$ cat src/sfsf_pkg.sv
// package: constants for one channel of the synchronous fifo with status flags
package sfsf_pkg;
  localparam int DATA_W = 9;
  localparam int DEPTH = 256;
  localparam int ADDR_W = 8;
  localparam int CNT_W = 9;
  localparam int OFS_W = 16;
  localparam int APB_AW = 8;
  localparam logic [CNT_W-1:0] DEPTH_CNT = 9'h100;
  localparam logic [7:0] OFS_LO_RESET = 8'h07;
  localparam logic [7:0] OFS_HI_RESET = 8'h00;
  localparam logic [OFS_W-1:0] OFS_DEFAULT = 16'h0007;
  localparam logic [DATA_W-1:0] DOUT_RESET = 9'h000;
  localparam logic [APB_AW-1:0] REG_STATUS = 8'h00;
  localparam logic [APB_AW-1:0] REG_EMPTY_OFS = 8'h04;
  localparam logic [APB_AW-1:0] REG_FULL_OFS = 8'h08;
  localparam int ST_EMPTY_N = 0;
  localparam int ST_AEMPTY_N = 1;
  localparam int ST_AFULL_N = 2;
  localparam int ST_FULL_N = 3;
  localparam int ST_TWO_WE = 4;
  localparam int ST_SEQ_LSB = 5;
  localparam int ST_CNT_LSB = 8;
  typedef enum logic [1:0] {
    SFSF_EMPTY_LO = 2'b00,
    SFSF_EMPTY_HI = 2'b01,
    SFSF_FULL_LO = 2'b10,
    SFSF_FULL_HI = 2'b11
  } sfsf_ofs_sel_t;
endpackage

$ cat src/sfsf_mem.sv
// storage array of the fifo channel
`timescale 1ns/1ps
module sfsf_mem
(
  input wire logic CLK,
  input wire logic wr_en,
  input wire logic [sfsf_pkg::ADDR_W-1:0] wr_addr,
  input wire logic [sfsf_pkg::DATA_W-1:0] wr_data,
  input wire logic [sfsf_pkg::ADDR_W-1:0] rd_addr,
  output logic [sfsf_pkg::DATA_W-1:0] rd_data
);
  import sfsf_pkg::*;

  logic [DATA_W-1:0] mem_q [DEPTH];

  always_ff @(posedge CLK)
  begin
    if (wr_en)
    begin
      mem_q[wr_addr] <= wr_data;
    end
  end

  assign rd_data = mem_q[rd_addr];
endmodule

$ cat src/sfsf_top.sv
// fifo channel with status flags, offset loading and apb register access
`timescale 1ns/1ps
module sfsf_top
(
  input wire logic CLK,
  input wire logic SRST,
  input wire logic PSEL,
  input wire logic PENABLE,
  input wire logic PWRITE,
  input wire logic [sfsf_pkg::APB_AW-1:0] PADDR,
  input wire logic [31:0] PWDATA,
  output logic [31:0] PRDATA,
  output logic PREADY,
  output logic PSLVERR,
  input wire logic [sfsf_pkg::DATA_W-1:0] WRITE_DATA_IN,
  input wire logic WRITE_ENABLE_ONE_N,
  input wire logic WRITE_ENABLE_TWO_OR_LOAD,
  input wire logic READ_ENABLE_ONE_N,
  input wire logic READ_ENABLE_TWO_N,
  input wire logic OUTPUT_ENABLE_N,
  output logic [sfsf_pkg::DATA_W-1:0] READ_DATA_OUT,
  output logic READ_DATA_OUT_OE,
  output logic EMPTY_FLAG_N,
  output logic ALMOST_EMPTY_FLAG_N,
  output logic ALMOST_FULL_FLAG_N,
  output logic FULL_FLAG_N
);
  import sfsf_pkg::*;

  ////////////////////////////////////////////////////////////////////////
  // flag decode for the next-state flags; the checks recompute it inline

  function automatic logic [3:0] flags_of(input logic [CNT_W-1:0] cnt,
                                          input logic [OFS_W-1:0] n_ofs,
                                          input logic [OFS_W-1:0] m_ofs);
    logic [OFS_W:0] wide;
    logic [OFS_W:0] sum;
    wide = {{(OFS_W+1-CNT_W){1'b0}}, cnt};
    sum = wide + {1'b0, m_ofs};
    // {full_n, almost_full_n, almost_empty_n, empty_n}
    flags_of[0] = (cnt != '0);
    flags_of[1] = (wide > {1'b0, n_ofs});
    flags_of[2] = (sum < {{(OFS_W+1-CNT_W){1'b0}}, DEPTH_CNT});
    flags_of[3] = (cnt != DEPTH_CNT);
  endfunction

  ////////////////////////////////////////////////////////////////////////
  // state

  logic two_we_q;
  logic [ADDR_W-1:0] wptr_q;
  logic [ADDR_W-1:0] wptr_d;
  logic [ADDR_W-1:0] rptr_q;
  logic [ADDR_W-1:0] rptr_d;
  logic [CNT_W-1:0] cnt_q;
  logic [CNT_W-1:0] cnt_d;
  logic [7:0] e_lo_q;
  logic [7:0] e_hi_q;
  logic [7:0] f_lo_q;
  logic [7:0] f_hi_q;
  sfsf_ofs_sel_t seq_q;
  logic [DATA_W-1:0] dout_q;
  logic [3:0] flags_q;
  logic [3:0] flags_d;

  ////////////////////////////////////////////////////////////////////////
  // pin decode

  wire load_low = ~two_we_q & ~WRITE_ENABLE_TWO_OR_LOAD;
  wire we1 = ~WRITE_ENABLE_ONE_N;
  wire we_both = we1 & WRITE_ENABLE_TWO_OR_LOAD;
  wire re_both = ~READ_ENABLE_ONE_N & ~READ_ENABLE_TWO_N;
  wire full_now = (cnt_q == DEPTH_CNT);
  wire empty_now = (cnt_q == '0);
  wire do_wr = we_both & ~full_now;
  wire do_rd = re_both & ~load_low & ~empty_now;
  wire ofs_wr = load_low & we1;
  wire ofs_rd = load_low & re_both & ~ofs_wr;
  wire [OFS_W-1:0] n_prog = {e_hi_q, e_lo_q};
  wire [OFS_W-1:0] m_prog = {f_hi_q, f_lo_q};
  wire [OFS_W-1:0] n_ofs = two_we_q ? OFS_DEFAULT : n_prog;
  wire [OFS_W-1:0] m_ofs = two_we_q ? OFS_DEFAULT : m_prog;
  wire [DATA_W-1:0] mem_rd_data;
  wire [7:0] ofs_sel_byte =
    (seq_q == SFSF_EMPTY_LO) ? e_lo_q :
    (seq_q == SFSF_EMPTY_HI) ? e_hi_q :
    (seq_q == SFSF_FULL_LO) ? f_lo_q : f_hi_q;

  ////////////////////////////////////////////////////////////////////////
  // pointers, count and flags

  assign wptr_d = do_wr ? wptr_q + 8'h01 : wptr_q;
  assign rptr_d = do_rd ? rptr_q + 8'h01 : rptr_q;
  assign cnt_d = (do_wr && !do_rd) ? cnt_q + 9'h001 :
                 (do_rd && !do_wr) ? cnt_q - 9'h001 : cnt_q;
  // one count feeds every flag, so the flag pattern never tears
  assign flags_d = flags_of(cnt_d, n_ofs, m_ofs);

  always_ff @(posedge CLK)
  begin
    if (SRST)
    begin
      wptr_q <= '0;
      rptr_q <= '0;
      cnt_q <= '0;
      flags_q <= 4'hc;
    end
    else
    begin
      wptr_q <= wptr_d;
      rptr_q <= rptr_d;
      cnt_q <= cnt_d;
      flags_q <= flags_d;
    end
  end

  // the mode pin is sampled on every clocked edge while reset is held
  always_ff @(posedge CLK)
  begin
    if (SRST)
    begin
      two_we_q <= WRITE_ENABLE_TWO_OR_LOAD;
    end
  end

  ////////////////////////////////////////////////////////////////////////
  // offset registers: pin sequence has priority over the bus

  wire apb_wr = PSEL & PENABLE & PWRITE;
  wire apb_e_wr = apb_wr & (PADDR == REG_EMPTY_OFS) & ~two_we_q;
  wire apb_f_wr = apb_wr & (PADDR == REG_FULL_OFS) & ~two_we_q;

  always_ff @(posedge CLK)
  begin
    if (SRST)
    begin
      e_lo_q <= OFS_LO_RESET;
      e_hi_q <= OFS_HI_RESET;
      f_lo_q <= OFS_LO_RESET;
      f_hi_q <= OFS_HI_RESET;
      seq_q <= SFSF_EMPTY_LO;
    end
    else if (ofs_wr)
    begin
      unique case (seq_q)
        SFSF_EMPTY_LO: e_lo_q <= WRITE_DATA_IN[7:0];
        SFSF_EMPTY_HI: e_hi_q <= WRITE_DATA_IN[7:0];
        SFSF_FULL_LO: f_lo_q <= WRITE_DATA_IN[7:0];
        SFSF_FULL_HI: f_hi_q <= WRITE_DATA_IN[7:0];
      endcase
      seq_q <= sfsf_ofs_sel_t'(seq_q + 2'b01);
    end
    else
    begin
      if (ofs_rd)
      begin
        seq_q <= sfsf_ofs_sel_t'(seq_q + 2'b01);
      end
      if (apb_e_wr)
      begin
        e_lo_q <= PWDATA[7:0];
        e_hi_q <= PWDATA[15:8];
      end
      if (apb_f_wr)
      begin
        f_lo_q <= PWDATA[7:0];
        f_hi_q <= PWDATA[15:8];
      end
    end
  end

  ////////////////////////////////////////////////////////////////////////
  // storage and output register

  sfsf_mem u_mem
  (
    .CLK(CLK),
    .wr_en(do_wr),
    .wr_addr(wptr_q),
    .wr_data(WRITE_DATA_IN),
    .rd_addr(rptr_q),
    .rd_data(mem_rd_data)
  );

  always_ff @(posedge CLK)
  begin
    if (SRST)
    begin
      dout_q <= DOUT_RESET;
    end
    else if (do_rd)
    begin
      dout_q <= mem_rd_data;
    end
    else if (ofs_rd)
    begin
      dout_q <= {1'b0, ofs_sel_byte};
    end
  end

  assign READ_DATA_OUT = dout_q;
  assign READ_DATA_OUT_OE = ~OUTPUT_ENABLE_N;
  assign EMPTY_FLAG_N = flags_q[0];
  assign ALMOST_EMPTY_FLAG_N = flags_q[1];
  assign ALMOST_FULL_FLAG_N = flags_q[2];
  assign FULL_FLAG_N = flags_q[3];

  ////////////////////////////////////////////////////////////////////////
  // apb slave: zero wait states, error on unmapped address

  wire hit_status = (PADDR == REG_STATUS);
  wire hit_e = (PADDR == REG_EMPTY_OFS);
  wire hit_f = (PADDR == REG_FULL_OFS);
  wire hit_any = hit_status | hit_e | hit_f;
  wire [31:0] status_word = {15'h0000, cnt_q, 1'b0, seq_q, two_we_q,
                             flags_q};
  wire [31:0] rd_mux = hit_status ? status_word :
                       hit_e ? {16'h0000, n_ofs} :
                       hit_f ? {16'h0000, m_ofs} : 32'h0000_0000;

  assign PREADY = 1'b1;
  assign PSLVERR = PSEL & PENABLE & ~hit_any;
  assign PRDATA = (PSEL & PENABLE & ~PWRITE) ? rd_mux : 32'h0000_0000;
endmodule

$ cat config.mk
export PLATFORM = sky130hd
export DESIGN_NAME = sfsf_top
export DESIGN_NICKNAME = d
export VERILOG_FILES = /design/src/sfsf_pkg.sv /design/src/sfsf_mem.sv /design/src/sfsf_top.sv
export SDC_FILE = /design/constraint.sdc
export NUM_CORES = 2
export LEC_CHECK = 0
export ABC_AREA = 1
export BUFFER_PORTS_ARGS = -buffer_cell sky130_fd_sc_hd__buf_2
export CORE_MARGIN = 2
export CORE_UTILIZATION = 25
export DETAILED_ROUTE_END_ITERATION = 16
export HOLD_SLACK_MARGIN = 0.1
export PLACE_DENSITY_LB_ADDON = 0.2
export SYNTH_ARGS = -nofsm -noshare
export SYNTH_HDL_FRONTEND = slang
export SYNTH_HIERARCHICAL = 1
export SYNTH_SLANG_ARGS = --single-unit
export TNS_END_PERCENT = 5
$ cat constraint.sdc
create_clock -name CLK -period 9 [get_ports CLK]
set_clock_uncertainty 0.15 [all_clocks]
set_input_delay 1.8 -clock CLK [delete_from_list [all_inputs] [get_ports CLK]]
set_output_delay 1.8 -clock CLK [all_outputs]
set_load 0.1 [all_outputs]
# == After elaboration in Yosys (flattened, before gate mapping) ==
# Memories as Yosys holds them, arrays and structs flattened. A register that Yosys moved wholly into a read port is not among the register bits.
# Index checks and enable logic that the tools add are counted.
# word_totals
ff_bits,73
latch_bits,0
mem_bits_rw,2304
mem_bits_ro,0
inputBits,59
output_inout_bits,48
elab_cells,109
n_memories,1
# memory_table
memory,words,width,read_ports,rd_ports_with_merged_regs,wr,line,source
u_mem.mem_q,256,9,1,1,1,sfsf_mem.sv:14,logic [DATA_W-1:0] mem_q [DEPTH];
# classes
addsub,6
n_mul,0
div_mod_pow,0
order_cmp,2
eq_ne,11
n_shift,0
n_mux,31
bitwise_logic,31
n_reduce_logical,16
# ops
operator,count
2-to-1 mux 8 bit,17
2-to-1 mux 16 bit,4
2-to-1 mux 9 bit,4
2-to-1 mux 17 bit,2
adder 9 x 16 -> 17 bit,1
bitwise AND 1 bit,17
< comparator 17 x 9 -> 1 bit (second input constant),1
adder 8 x 1 -> 8 bit (second input constant),2
greater-than comparator 9 x 16 -> 1 bit,1
inverter 1 bit,12
adder 9 x 1 -> 9 bit (second input constant),1
== test 9 bit (second input constant),1
zero test 9 bit,1
!= test 9 bit (second input constant),1
nonzero test 9 bit,1
subtractor 9 x 1 -> 9 bit (second input constant),1
== test 8 x 3 -> 1 bit (second input constant),1
== test 8 x 4 -> 1 bit (second input constant),1
zero test 8 bit,1
!= test 2 x 1 -> 1 bit (second input constant),4
AND reduction 2 bit,4
nonzero test 2 bit,4
== test 2 bit (second input constant),2
2-to-1 mux 2 bit,2
other kinds (7),11

# == Longest topological paths before layout ==
# depth
ltp_word,10
mapped_depth,31
ltp_nobuf,31

# == Cells and area by module ==
# Netlist, hierarchy kept.
# modules_own_cells
module,instances,cells_each,area_per_inst_um2,seq_area_each_um2
sfsf_mem,1,7817,93339.5,69186.4
sfsf_top,1,756,5078.6,1471.4

# == Least setup slack after synthesis ==
# OpenSTA, ideal clock, no wires.
# synth_timing
path_kind,input port to output port
start,input port PADDR[4] in the netlist's numbering
end,output port PSLVERR
t_arrival_ps,5238
t_required_ps,7050
setup_slack_ps,1812
cell_stages,5
n_path_buf,1
cell_sequence,nor4_1 > inv_1 > nor3_4 > clkbuf_1 > nor4_1
# synth_via
elab_chain_cells,5
elab_cells_between_ends,7
classes_between,eq/ne: 2; bitwise: 4; reduce/logical: 1
# synth_rtl
item,line,source
from (decl),sfsf_top.sv:10,"input wire logic [sfsf_pkg::APB_AW-1:0] PADDR,"
== test 8 x 3 -> 1 bit / zero test 8 bit (equally long branches),"sfsf_top.sv:212, sfsf_top.sv:211",
OR 1 bit,sfsf_top.sv:214,wire hit_any = hit_status | hit_e | hit_f;
OR 1 bit (*),sfsf_top.sv:214,
inverter 1 bit (*),sfsf_top.sv:222,assign PSLVERR = PSEL & PENABLE & ~hit_any;
bitwise AND 1 bit (*),sfsf_top.sv:222,
to (decl),sfsf_top.sv:14,"output logic PSLVERR,"
# Every way passes the cells marked *; elsewhere a longest branch is shown, timed or not.

# == Worst setup path in the final report ==
# layout_timing
start,input port PADDR[5] in the netlist's numbering
end,output port PRDATA[9]
# layout_via
elab_chain_cells,5
elab_cells_between_ends,7
classes_between,eq/ne: 2; mux: 4; reduce/logical: 1
# layout_rtl
item,line,source
== test 8 x 4 -> 1 bit,sfsf_top.sv:213,wire hit_f = (PADDR == REG_FULL_OFS);
2-to-1 mux 16 bit,sfsf_top.sv:219,"hit_f ? {16'h0000, m_ofs} : 32'h0000_0000;"
2-to-1 mux 16 bit,sfsf_top.sv:218,"hit_e ? {16'h0000, n_ofs} :"
2-to-1 mux 17 bit (*),sfsf_top.sv:217,wire [31:0] rd_mux = hit_status ? status_word :
2-to-1 mux 17 bit (*),sfsf_top.sv:223,assign PRDATA = (PSEL & PENABLE & ~PWRITE) ? rd_mux : 32'h0000_0000;
to (decl),sfsf_top.sv:12,"output logic [31:0] PRDATA,"
# Marks and branches as above.

==> qor.txt <==
Yosys warnings: 6
post-layout util: 0.285
max cap viols: 0
H-tree Lvls: 5
post-synthesis sequential area ratio: 0.718
ys flop type: edfxtp_1
DRC viols: 0
Synth area leader: edfxtp_1
fin crit period: 6.24 ns
crit path capture: PRDATA[9]
Tot GR Track Use: 0.150
layout cells sized above 1: 0.0667
Die W: 631 microns
I/O Buffers: 74
Final nets: 8522
first-pass GRT wire length: 446000 microns
cell with the most instances after synthesis: nand2_1
r2r endpoint: flags_q[2]
GRT met1 Usage: 0.211
initial antenna violation count: 10
status: finished clean
LEAKAGE: 37.5 nW
Post-Route Setup TNS: 0 ns
pin count of the biggest net entering global routing: 197
Synth async-reset ratio: 0
syn_area_per_cell: 11.5 sq um
Detail Placement HPWL: 168000 microns
WP data arrival: 4.29 ns
CTS tree: done
Core Region: 392000 sq um
Peak Freq: 0.160 GHz
mapped cell area: 98400 sq um
hold_buf cts: 0
setup violators final: 0
met2 usage: 0.240
Peak VDD IR: 128 uV
critical path class: in -> out
slew margin rel.: 0.0373
ranking of synthesized cells by area: edfxtp_1 70%, nand3_1 12%, nand2_1 9.7%
grt met3 use: 0.0228
Synth top area share: 0.703
Period Utilization, post-route: 0.693
Placement Rows: 230
Min Hold Slack: 0.329 ns
top cells by count, synth: 2548 x nand2_1, 2313 x nand3_1, 2305 x edfxtp_1
EDFF count, synth: 2305
cell area after layout: 112000 sq um
Initial Util: 0.251
Initial DRC Count: 6133
vias in the first global route: 61700
die area: 399000 sq um
Placer Congestion: 0.848
RSZ-0062 raised after global routing: no
Hold WC Path Type: reg -> reg
Critical Path Start Type: input pin
GRT busiest layer: met2
Via-to-Cell Ratio: 4.70
Worst-Skew Late Latency: 0.90 ns
final hold violation count: 0
synthesized instance count: 8573
crit path launch: PADDR[5]
post-synthesis to final-layout area growth: 13.7%
Max Fanout on Critical Path: 25
clock-pin slew on the worst setup and hold paths: 0.06 ns
Worst Tran Pin Value: 1.44 ns
Post-CTS Setup Bufs: 0
FILL cells: 40200
CP required: 7.05 ns
Power Dens Cells: 222 nW/um^2
reg2reg start: two_we_q
reg-to-reg setup timing slack: 3.80 ns
CP endpoint kind: output port
DRT Pass-1 Iters: 7
antenna-violating nets left: 0
routed wire length: 309000 microns
reg2reg path depth: 23
CTS resizes: 0
CTS sink count: 2377
Synth cell types: 48
global route overflow: 0
Boundary Pins: 107
Die H: 631 microns
Longest Clk Path Bufs: 4
vias: 65000
DR WL/cell: 22.3 microns
dpl cell area: 104000 sq um
CTS Buf Count: 272
Root Buffer: clkbuf_16
Max Slew Vio Count: 0
Synth Register Bits: 2377
## stage by stage
step	instances	setup slack [ns]	power, mW
floorplan	8587	1.81	13.7
global placement	13400	2.66	14.5
detailed placement	13400	2.82	14.5
CTS	13800	2.80	25.2
global route	13800	2.56	25.7
finish	13800	2.76	24.9
## cells in the final DEF (no fill, tap or decap), drive strengths merged, types with 16 or more instances in the layout
master	synthesis	layout
clkinv	6	95
ha	27	27
conb	2	16
a21oi	38	38
dfxtp	72	72
clkbuf	132	340
buf	451	158
bufinv	0	16
nand2	2563	2563
inv	130	142
nand3	2318	2318
o21ai	59	59
edfxtp	2305	2305
nor2	361	361
a31oi	35	35
## critical path: stages
cell and delay [ns]:
buf_2 0.10, nor4_1 0.26, inv_1 0.18, nor4_4 0.92, a31oi_1 0.10, a221oi_1 0.42
buf_2 0.51
## state kept, by name, summed over array words and instances, names as in the netlist, 4 cells and up, named ones only
name and flops:
e_lo_q 8, wptr_q 8, READ_DATA_OUT 9, rptr_q 8, f_hi_q 8, f_lo_q 8
e_hi_q 8, cnt_q 8, u_mem/mem_q 2304, flags_q 4
## worst min path at each step
stage                     startpoint         to  slack (ns)  cells after the start
after global routing       e_hi_q[7]  e_hi_q[7]        0.37                      2
after CTS                  f_hi_q[0]  f_hi_q[0]        0.33                      2
after global placement     f_hi_q[0]  f_hi_q[0]        0.32                      2
after floorplan            e_lo_q[0]  e_lo_q[0]        0.29                      2
final                      f_hi_q[0]  f_hi_q[0]        0.33                      2
after detailed placement   f_hi_q[0]  f_hi_q[0]        0.33                      2
## final cells by class
| type | count | area, sq um | share of cell area |
|---|---|---|---|
| tap | 5220 | 6530 | 0.0584 |
| timing repair buffer | 158 | 1380 | 0.0123 |
| sequential | 2377 | 70700 | 0.632 |
| inverter | 136 | 559 | 0.00500 |
| antenna | 3 | 7.51 | 0.0000671 |
| clock inverter | 122 | 1070 | 0.00958 |
| multi-input combinational | 5491 | 24500 | 0.219 |
| clock buffer | 340 | 7220 | 0.0645 |
## per-layer routing
metal / up-vias / share of wire / wire length, microns
met1: 32800 / 0.45 / 140000
met3: 402 / 0.057 / 17600
li1: 30000 / - / -
met5: - / 0 / 0
met2: 1784 / 0.46 / 143000
met4: 0 / 0.027 / 8210
## power breakdown
group          internal (mW)  leakage (nW)  switching [mW]
Clock                   6.13          4.04            4.46
Sequential              12.2          21.3          0.0427
Combinational          0.484          12.2            1.58
## kinds of logic (layout without fill, tap and decap cells)
group / after synthesis / after routing / share of synthesized area
other: 2 / 19 / 0.0000763
XOR/XNOR: 7 / 7 / 0.000623
buffers and inverters: 719 / 756 / 0.0346
AND/OR/NAND/NOR: 5271 / 5271 / 0.233
flip-flops: 2377 / 2377 / 0.718
adder cells (fa/ha/maj): 27 / 27 / 0.00343
AO/OA/AOI/OAI: 170 / 170 / 0.0104
Note: power is estimated with default switching activity, not from simulation.
